--- config.mk ---
export PLATFORM = sky130hd
export DESIGN_NAME = pet_regs
export DESIGN_NICKNAME = d
export VERILOG_FILES = /design/src/pet_pkg.sv /design/src/pet_regs.sv /design/src/pet_event_flag.sv
export VERILOG_INCLUDE_DIRS = /design/src
export SDC_FILE = /design/constraint.sdc
export NUM_CORES = 1
export LEC_CHECK = 0
export ABC_AREA = 1
export BUFFER_PORTS_ARGS = -buffer_cell sky130_fd_sc_hd__buf_2
export CORE_ASPECT_RATIO = 0.7
export CORE_MARGIN = 4
export CORE_UTILIZATION = 52
export CTS_CLUSTER_SIZE = 28
export DETAILED_ROUTE_END_ITERATION = 7
export GPL_TIMING_DRIVEN = 1
export PLACE_DENSITY = 0.77
export SYNTH_ARGS = -nofsm -noshare
export SYNTH_HDL_FRONTEND = slang
export SYNTH_SLANG_ARGS = --single-unit
--- constraint.sdc ---
create_clock -name sys_clk_in -period 1.7 [get_ports sys_clk_in]
set_clock_uncertainty 0.2 [all_clocks]
set_input_delay 0.085 -clock sys_clk_in [delete_from_list [all_inputs] [get_ports sys_clk_in]]
set_output_delay 0.085 -clock sys_clk_in [all_outputs]
set_load 0.1 [all_outputs]
--- src/pet_defines.svh ---
`ifndef PET_DEFINES_SVH
`define PET_DEFINES_SVH

// ----------------------------------------------------------------
// register byte offsets
// ----------------------------------------------------------------
`define PET_OFS_CONST_LAT_TRIG 12'h078
`define PET_OFS_LOW_PWR_TRIG 12'h07C
`define PET_OFS_SUPPLY_FAIL_FLAG 12'h108
`define PET_OFS_SLEEP_ENTRY_FLAG 12'h114
`define PET_OFS_SLEEP_EXIT_FLAG 12'h118
`define PET_OFS_IRQ_EN_SET 12'h304
`define PET_OFS_IRQ_EN_CLR 12'h308
`define PET_OFS_IRQ_STATUS 12'h30C
`define PET_OFS_BANK6_POWER 12'h960
`define PET_OFS_BANK6_SET 12'h964
`define PET_OFS_BANK6_CLR 12'h968
`define PET_OFS_BANK7_POWER 12'h970
`define PET_OFS_BANK7_SET 12'h974
`define PET_OFS_BANK7_CLR 12'h978

// ----------------------------------------------------------------
// field positions
// ----------------------------------------------------------------
`define PET_BIT_TRIGGER 0
`define PET_BIT_FLAG 0
`define PET_BIT_SUPPLY_FAIL 0
`define PET_BIT_SLEEP_ENTRY 1
`define PET_BIT_SLEEP_EXIT 2
`define PET_NUM_EVENTS 3

// ----------------------------------------------------------------
// reset values and build options
// ----------------------------------------------------------------
`define PET_IRQ_EN_RST 3'h0
`define PET_BANK_POWER_RST 32'h0000_0000
`define PET_BANK6_PRESENT 1'b1
`define PET_BANK7_PRESENT 1'b1
`define PET_ZERO_WORD 32'h0000_0000

`endif

--- src/pet_pkg.sv ---
package pet_pkg;

    // latency mode selected by the two triggers
    typedef enum logic {
        PET_MODE_LOW_POWER,
        PET_MODE_CONST_LAT
    } pet_mode_e;

    // one captured bus address phase
    typedef struct packed {
        logic valid;
        logic [11:0] addr;
    } pet_aphase_s;

    // one bank power control word
    typedef logic [31:0] pet_word_t;

    // event flags and enables, bit order as in the enable registers
    typedef logic [2:0] pet_evt_t;

endpackage

--- src/pet_regs.sv ---
`timescale 1ns/1ns
`include "pet_defines.svh"

// Summary of operation
// - writing one to the constant-latency trigger selects constant latency
// - writing one to the low-power trigger selects low-power variable latency
// - each event register holds its flag in bit 0, readable and writable
// - flag set when the processor enters its sleep state
// - flag set when the processor leaves its sleep state
// - enable-set bit 0 enables the supply-failure interrupt, zero no effect
// - enable-set bit 1 enables the sleep-entry interrupt only
// - enable-set bit 2 enables the sleep-exit interrupt only
// - bank six power register exists only when that RAM slave exists
// - bank seven power register exists only when that RAM slave exists
// - bank six has set and clear registers acting on its power bits
// - bank seven has set and clear registers acting on its power bits
// - enable-clear register disables interrupts, same bit layout as set
module pet_regs (
    input wire logic sys_clk_in,
    input wire logic rst_n_in,
    // AHB-Lite slave port
    input wire logic hsel_in,
    input wire logic [31:0] haddr_in,
    input wire logic [1:0] htrans_in,
    input wire logic hwrite_in,
    input wire logic [2:0] hsize_in,
    input wire logic hready_in,
    input wire logic [31:0] hwdata_in,
    output pet_pkg::pet_word_t hrdata_out,
    output logic hreadyout_out,
    output logic hresp_out,
    // event sources, asynchronous levels
    input wire logic supply_fail_warn_in,
    input wire logic cpu_sleeping_in,
    // block outputs
    output logic irq_out,
    output logic const_latency_out,
    output pet_pkg::pet_word_t bank6_power_out,
    output pet_pkg::pet_word_t bank7_power_out
);

    import pet_pkg::*;

    // ------------------------------------------------------------
    // declarations
    // ------------------------------------------------------------
    pet_aphase_s wr_phase_q;
    pet_aphase_s rd_phase_q;
    pet_word_t rd_data_d;
    pet_word_t rd_data_q;
    pet_word_t bank6_q;
    pet_word_t bank7_q;
    pet_mode_e mode_q;
    pet_evt_t irq_en_q;
    pet_evt_t flags;
    pet_evt_t hw_set;
    pet_evt_t sw_wr;
    pet_evt_t sw_val;
    pet_evt_t w1c;
    logic [1:0] sync1_q;
    logic [1:0] sync2_q;
    logic [1:0] prev_q;
    logic ready_q;
    logic irq_q;
    logic accept;
    logic wr_now;
    logic [11:0] wr_addr;
    logic [11:0] rd_addr;

    // ------------------------------------------------------------
    // bus address phase
    // ------------------------------------------------------------
    // a transfer is taken on NONSEQ or SEQ while the bus is ready
    assign accept = hsel_in && htrans_in[1] && hready_in;
    assign wr_now = wr_phase_q.valid;
    assign wr_addr = wr_phase_q.addr;
    assign rd_addr = rd_phase_q.addr;

    // capture write address for use in the following data phase
    always_ff @(posedge sys_clk_in) begin
        if (!rst_n_in) begin
            wr_phase_q <= '0;
        end else begin
            wr_phase_q.valid <= accept && hwrite_in;
            wr_phase_q.addr <= haddr_in[11:0];
        end
    end

    // reads take one wait state so a preceding write lands first
    always_ff @(posedge sys_clk_in) begin
        if (!rst_n_in) begin
            rd_phase_q <= '0;
        end else if (accept && !hwrite_in) begin
            rd_phase_q.valid <= 1'b1;
            rd_phase_q.addr <= haddr_in[11:0];
        end else begin
            rd_phase_q.valid <= 1'b0;
        end
    end

    // hreadyout low for the first cycle of a read data phase
    always_ff @(posedge sys_clk_in) begin
        if (!rst_n_in) begin
            ready_q <= 1'b1;
        end else if (accept && !hwrite_in) begin
            ready_q <= 1'b0;
        end else begin
            ready_q <= 1'b1;
        end
    end

    // every transfer answers OKAY
    always_ff @(posedge sys_clk_in) begin
        if (!rst_n_in) begin
            hresp_out <= 1'b0;
        end else begin
            hresp_out <= 1'b0;
        end
    end

    // ------------------------------------------------------------
    // event inputs: two-stage synchronisers and edge detection
    // ------------------------------------------------------------
    // bit 0 supply warning, bit 1 processor sleep level
    always_ff @(posedge sys_clk_in) begin
        if (!rst_n_in) begin
            sync1_q <= 2'h0;
            sync2_q <= 2'h0;
            prev_q <= 2'h0;
        end else begin
            sync1_q <= {cpu_sleeping_in, supply_fail_warn_in};
            sync2_q <= sync1_q;
            prev_q <= sync2_q;
        end
    end

    // rising warning level is a detected supply failure
    assign hw_set[`PET_BIT_SUPPLY_FAIL] = sync2_q[0] && !prev_q[0];
    // sleep level rising is entry, falling is exit
    assign hw_set[`PET_BIT_SLEEP_ENTRY] = sync2_q[1] && !prev_q[1];
    assign hw_set[`PET_BIT_SLEEP_EXIT] = !sync2_q[1] && prev_q[1];

    // ------------------------------------------------------------
    // software access to the event flags
    // ------------------------------------------------------------
    // direct writes store bit 0 of the written word
    assign sw_wr[0] = wr_now && (wr_addr == `PET_OFS_SUPPLY_FAIL_FLAG);
    assign sw_wr[1] = wr_now && (wr_addr == `PET_OFS_SLEEP_ENTRY_FLAG);
    assign sw_wr[2] = wr_now && (wr_addr == `PET_OFS_SLEEP_EXIT_FLAG);
    assign sw_val = {3{hwdata_in[`PET_BIT_FLAG]}};

    // status register clears flags written with one
    always_comb begin
        w1c = 3'h0;
        if (wr_now && (wr_addr == `PET_OFS_IRQ_STATUS)) begin
            w1c = hwdata_in[2:0];
        end
    end

    // one sticky flag per event
    genvar gi;
    generate
        for (gi = 0; gi < `PET_NUM_EVENTS; gi = gi + 1) begin : g_flag
            pet_event_flag u_flag (
                .sys_clk_in(sys_clk_in),
                .rst_n_in(rst_n_in),
                .hw_set_in(hw_set[gi]),
                .sw_wr_in(sw_wr[gi]),
                .sw_val_in(sw_val[gi]),
                .w1c_in(w1c[gi]),
                .flag_out(flags[gi])
            );
        end
    endgenerate

    // ------------------------------------------------------------
    // interrupt enables and output
    // ------------------------------------------------------------
    // set and clear registers act only on bits written as one
    always_ff @(posedge sys_clk_in) begin
        if (!rst_n_in) begin
            irq_en_q <= `PET_IRQ_EN_RST;
        end else if (wr_now && (wr_addr == `PET_OFS_IRQ_EN_SET)) begin
            irq_en_q[`PET_BIT_SUPPLY_FAIL] <= irq_en_q[0] | hwdata_in[0];
            irq_en_q[`PET_BIT_SLEEP_ENTRY] <= irq_en_q[1] | hwdata_in[1];
            irq_en_q[`PET_BIT_SLEEP_EXIT] <= irq_en_q[2] | hwdata_in[2];
        end else if (wr_now && (wr_addr == `PET_OFS_IRQ_EN_CLR)) begin
            irq_en_q <= irq_en_q & ~hwdata_in[2:0];
        end
    end

    // level interrupt, one cycle behind the flags
    always_ff @(posedge sys_clk_in) begin
        if (!rst_n_in) begin
            irq_q <= 1'b0;
        end else begin
            irq_q <= |(flags & irq_en_q);
        end
    end

    // ------------------------------------------------------------
    // latency mode
    // ------------------------------------------------------------
    // triggers store nothing; the last one written with one wins
    always_ff @(posedge sys_clk_in) begin
        if (!rst_n_in) begin
            mode_q <= PET_MODE_LOW_POWER;
        end else if (wr_now && (wr_addr == `PET_OFS_CONST_LAT_TRIG)
                     && hwdata_in[`PET_BIT_TRIGGER]) begin
            mode_q <= PET_MODE_CONST_LAT;
        end else if (wr_now && (wr_addr == `PET_OFS_LOW_PWR_TRIG)
                     && hwdata_in[`PET_BIT_TRIGGER]) begin
            mode_q <= PET_MODE_LOW_POWER;
        end
    end

    // ------------------------------------------------------------
    // RAM bank power control
    // ------------------------------------------------------------
    // bank six: direct, set and clear access, only when present
    always_ff @(posedge sys_clk_in) begin
        if (!rst_n_in) begin
            bank6_q <= `PET_BANK_POWER_RST;
        end else if (wr_now && `PET_BANK6_PRESENT) begin
            case (wr_addr)
                `PET_OFS_BANK6_POWER: begin
                    bank6_q <= hwdata_in;
                end
                `PET_OFS_BANK6_SET: begin
                    bank6_q <= bank6_q | hwdata_in;
                end
                `PET_OFS_BANK6_CLR: begin
                    bank6_q <= bank6_q & ~hwdata_in;
                end
                default: begin
                    bank6_q <= bank6_q;
                end
            endcase
        end
    end

    // bank seven: same layout at its own offsets
    always_ff @(posedge sys_clk_in) begin
        if (!rst_n_in) begin
            bank7_q <= `PET_BANK_POWER_RST;
        end else if (wr_now && `PET_BANK7_PRESENT) begin
            case (wr_addr)
                `PET_OFS_BANK7_POWER: begin
                    bank7_q <= hwdata_in;
                end
                `PET_OFS_BANK7_SET: begin
                    bank7_q <= bank7_q | hwdata_in;
                end
                `PET_OFS_BANK7_CLR: begin
                    bank7_q <= bank7_q & ~hwdata_in;
                end
                default: begin
                    bank7_q <= bank7_q;
                end
            endcase
        end
    end

    // ------------------------------------------------------------
    // read data
    // ------------------------------------------------------------
    // triggers and unmapped offsets read as zero
    always_comb begin
        rd_data_d = `PET_ZERO_WORD;
        case (rd_addr)
            `PET_OFS_SUPPLY_FAIL_FLAG: begin
                rd_data_d[`PET_BIT_FLAG] = flags[0];
            end
            `PET_OFS_SLEEP_ENTRY_FLAG: begin
                rd_data_d[`PET_BIT_FLAG] = flags[1];
            end
            `PET_OFS_SLEEP_EXIT_FLAG: begin
                rd_data_d[`PET_BIT_FLAG] = flags[2];
            end
            `PET_OFS_IRQ_EN_SET, `PET_OFS_IRQ_EN_CLR: begin
                rd_data_d[2:0] = irq_en_q;
            end
            `PET_OFS_IRQ_STATUS: begin
                rd_data_d[2:0] = flags;
            end
            `PET_OFS_BANK6_POWER, `PET_OFS_BANK6_SET,
            `PET_OFS_BANK6_CLR: begin
                if (`PET_BANK6_PRESENT) begin
                    rd_data_d = bank6_q;
                end
            end
            `PET_OFS_BANK7_POWER, `PET_OFS_BANK7_SET,
            `PET_OFS_BANK7_CLR: begin
                if (`PET_BANK7_PRESENT) begin
                    rd_data_d = bank7_q;
                end
            end
            default: begin
                rd_data_d = `PET_ZERO_WORD;
            end
        endcase
    end

    // read word registered during the wait state
    always_ff @(posedge sys_clk_in) begin
        if (!rst_n_in) begin
            rd_data_q <= `PET_ZERO_WORD;
        end else if (rd_phase_q.valid) begin
            rd_data_q <= rd_data_d;
        end
    end

    // ------------------------------------------------------------
    // outputs
    // ------------------------------------------------------------
    // all outputs come straight from flops
    assign hrdata_out = rd_data_q;
    assign hreadyout_out = ready_q;
    assign irq_out = irq_q;
    assign const_latency_out = (mode_q == PET_MODE_CONST_LAT);
    assign bank6_power_out = bank6_q;
    assign bank7_power_out = bank7_q;

endmodule // pet_regs

--- src/pet_event_flag.sv ---
`timescale 1ns/1ns
// sticky event flag: hardware set wins over any software write
module pet_event_flag (
    input wire logic sys_clk_in,
    input wire logic rst_n_in,
    input wire logic hw_set_in,
    input wire logic sw_wr_in,
    input wire logic sw_val_in,
    input wire logic w1c_in,
    output logic flag_out
);

    // ------------------------------------------------------------
    // flag storage
    // ------------------------------------------------------------
    // priority: event, then write-one-clear, then direct write
    always_ff @(posedge sys_clk_in) begin
        if (!rst_n_in) begin
            flag_out <= 1'b0;
        end else if (hw_set_in) begin
            flag_out <= 1'b1;
        end else if (w1c_in) begin
            flag_out <= 1'b0;
        end else if (sw_wr_in) begin
            flag_out <= sw_val_in;
        end
    end

endmodule // pet_event_flag

==> impl_metrics.json <==
{
  "drcViolationCount": 0,
  "antenna_found_initial": 0,
  "core_um2": 11800,
  "routed_wl_mm": 26.6,
  "final_cell_mix": "buf_2, dfxtp_1, nand3_2",
  "synth_fp_nets": 930,
  "die_h_um": 100,
  "worstSetupPathType": "register to register",
  "violations": "negative setup slack",
  "cp_data_required_time_ns": 1.86,
  "path_max_fanout": 8,
  "fin_crit_sh": 1.14,
  "instances_no_fill": 1268,
  "setup_viol": 72,
  "dpl.hpwl_mm": 13.0,
  "synth_cell_types": 33,
  "whs_ns": 0.0329,
  "synth_cells": 854,
  "yosys_warnings": 0,
  "fp.dieW_um": 139,
  "cp-start-kind": "register",
  "drive_gt1_frac": 0.395,
  "syn2layout_area_growth_pct": 60.5,
  "cts-root-buf": "clkbuf_16",
  "io_pins": 176,
  "power.total_mw": 8.13,
  "fin_ws_ns": -0.232,
  "leakagePower_nw": 4.18,
  "timing.slew.headroom": 0.654,
  "wl_per_cell_um": 21.0,
  "grt_use_total": 0.286,
  "tightest_slew_ns": 0.523,
  "dr.pass1.iters": 8,
  "outcome": "complete, but fails checks",
  "dp.cells": 1142,
  "h-tree-depth": 4,
  "clock_path_buffers": 2,
  "slew_viol_final": 0,
  "rsz0062_at_grt": "yes",
  "grt_max_degree": 58,
  "nets": 1175,
  "fin_setup_tns_ns": -5.81,
  "syn_area_um2": 6280,
  "final_common_cell": "buf_2",
  "start_util": 0.534,
  "cp.arrival_ns": 2.10,
  "drtAntennaViolNets": 0,
  "cts_buffers": 17,
  "path_clk_slew_ns": 0.06,
  "antenna_cells": 0,
  "hold_viol_final": 0,
  "num_vias": 7745,
  "dr.first_iter.drc_count": 1028,
  "fp.dieArea_um2": 13900,
  "end_kind": "register",
  "portBuffers": 150,
  "hold_class": "primary input to register",
  "synth.ff_latch_count": 137,
  "via_per_inst": 6.11,
  "drv_cap": 0,
  "syn_avg_cell_area_um2": 7.36,
  "cts_tree": "done",
  "peakVddDrop_mv": 0.780,
  "clk_latency_ns": 0.42,
  "gp_congestion": 0.908,
  "max_freq_ghz": 0.518,
  "grt_remaining_overflow": 0,
  "fp-row-count": 33,
  "first_global_vias": 6419,
  "grt_first_pass_wirelength_mm": 32.7,
  "powerDensity_nw_per_um2": 807,
  "clock-sinks": 137,
  "yosysSeqAreaShare": 0.436,
  "finalCriticalPeriod_ns": 1.93
}
through the flow:
stage / setup WS (ns) / area, um2 / utilization
global route: -0.286 / 10100 / 0.857
global placement: -0.0319 / 7470 / 0.635
CTS: -0.00637 / 8830 / 0.750
detailed placement: -0.0427 / 7470 / 0.635
floorplan: 0.0185 / 6280 / -
finish: -0.232 / 10100 / 0.857
per-layer routing:
layer,vias up,track usage,routed length [um]
met3,138,0.0605,3430
met5,-,0,0
met4,0,0.0857,1350
li1,3372,-,-
met1,3573,0.398,9900
met2,662,0.452,11900
worst max-delay path, stage by stage, from the launching register on:
cell and delay, ns:
dfxtp_2 0.32, nor2_4 0.21, nand3_4 0.16, nand2_4 0.13, inv_4 0.09, buf_12 0.15, nor2_1 0.27, o21ai_1 0.18
a21oi_2 0.15
worst paths after layout:
check | start | endpoint | slack [ns] | cells after the start
max | wr_addr[1] | bank6_power_out[31] | -0.23 | 8
min | hready_in | rd_phase_q[12] | 0.03 | 6
max reg2reg | wr_addr[1] | bank6_power_out[31] | -0.23 | 8
min reg2reg | sync1_q[1] | sync2_q[1] | 0.21 | 2
what timing repair did:
| item | CTS | global route |
|---|---|---|
| pin swaps | 3 | 81 |
| endpoints found under the setup margin | 12 | 102 |
| endpoints found under the hold margin | 125 | 0 |
| cloned | 1 | 17 |
| resized for setup | 7 | 171 |
| hold buffers | 62 | 0 |
| buffers inserted | 2 | 13 |
cell families (layout without fill, tap and decap cells):
logic type	count (synthesis)	in the layout	share of synthesized area
other	1	1	0.000597
buffers and inverters	148	405	0.105
flip-flops	137	137	0.436
AO/OA/AOI/OAI	194	194	0.168
AND/OR/NAND/NOR	374	374	0.290
sequential cells by signal, indices dropped and copies added (netlist names), named ones only:
signal / count
bank6_power_out: 32
bank7_power_out: 32
hrdata_out: 32
rd_addr: 12
wr_addr: 12
g_flag.u_flag.flag_out: 3
prev_q: 2
sync1_q: 2
sync2_q: 2
const_latency_out: 1
hreadyout_out: 1
irq_out: 1
rd_phase_q: 1
wr_now: 1
final cells by class:
cell class                      instances  area (um2)
Tap cell                              157         196
Clock buffer                           19         453
Fill cell                             557        1690
Multi-Input combinational cell        569        3600
Timing Repair Buffer                  287        2540
Inverter                               87         342
Sequential cell                       137        2760
Clock inverter                         12         198
power breakdown:
part,internal [mW],switching (mW),leakage (nW)
sequential,3.26,0.0341,1.11
combinational,0.259,0.459,2.75
clock,2.67,1.45,0.315
cell usage after synthesis:
cell type  instances  area share
nand3_1          151        0.12
dfxtp_1          137        0.44
nor2_1            97       0.058
nand2_1           87       0.052
inv_1             79       0.047
a21oi_1           74       0.059
o21ai_1           55       0.044
o21ai_0           31       0.025
o211ai_1          30       0.036
buf_2             21       0.017
clkbuf_1          21       0.013
nand3_2           21       0.033
buf_4              7      0.0084
buf_1              6      0.0036
buf_6              6       0.011
inv_2              6      0.0036
nand3b_1           3      0.0036
nor3_1             3      0.0024
nand2_2            2      0.0020
nand3_4            2      0.0056
nand4_1            2      0.0020
nor2_4             2      0.0036
a21oi_2            1      0.0014
clkinv_1           1     0.00060
clkinv_4           1      0.0014
conb_1             1     0.00060
nand4_4            1      0.0034
nor2_2             1      0.0010
nor3_2             1      0.0016
nor3b_1            1      0.0012
o21ai_2            1      0.0014
o22ai_1            1      0.0010
o31ai_1            1      0.0012
No activity file was read; power rests on OpenSTA's default activity.
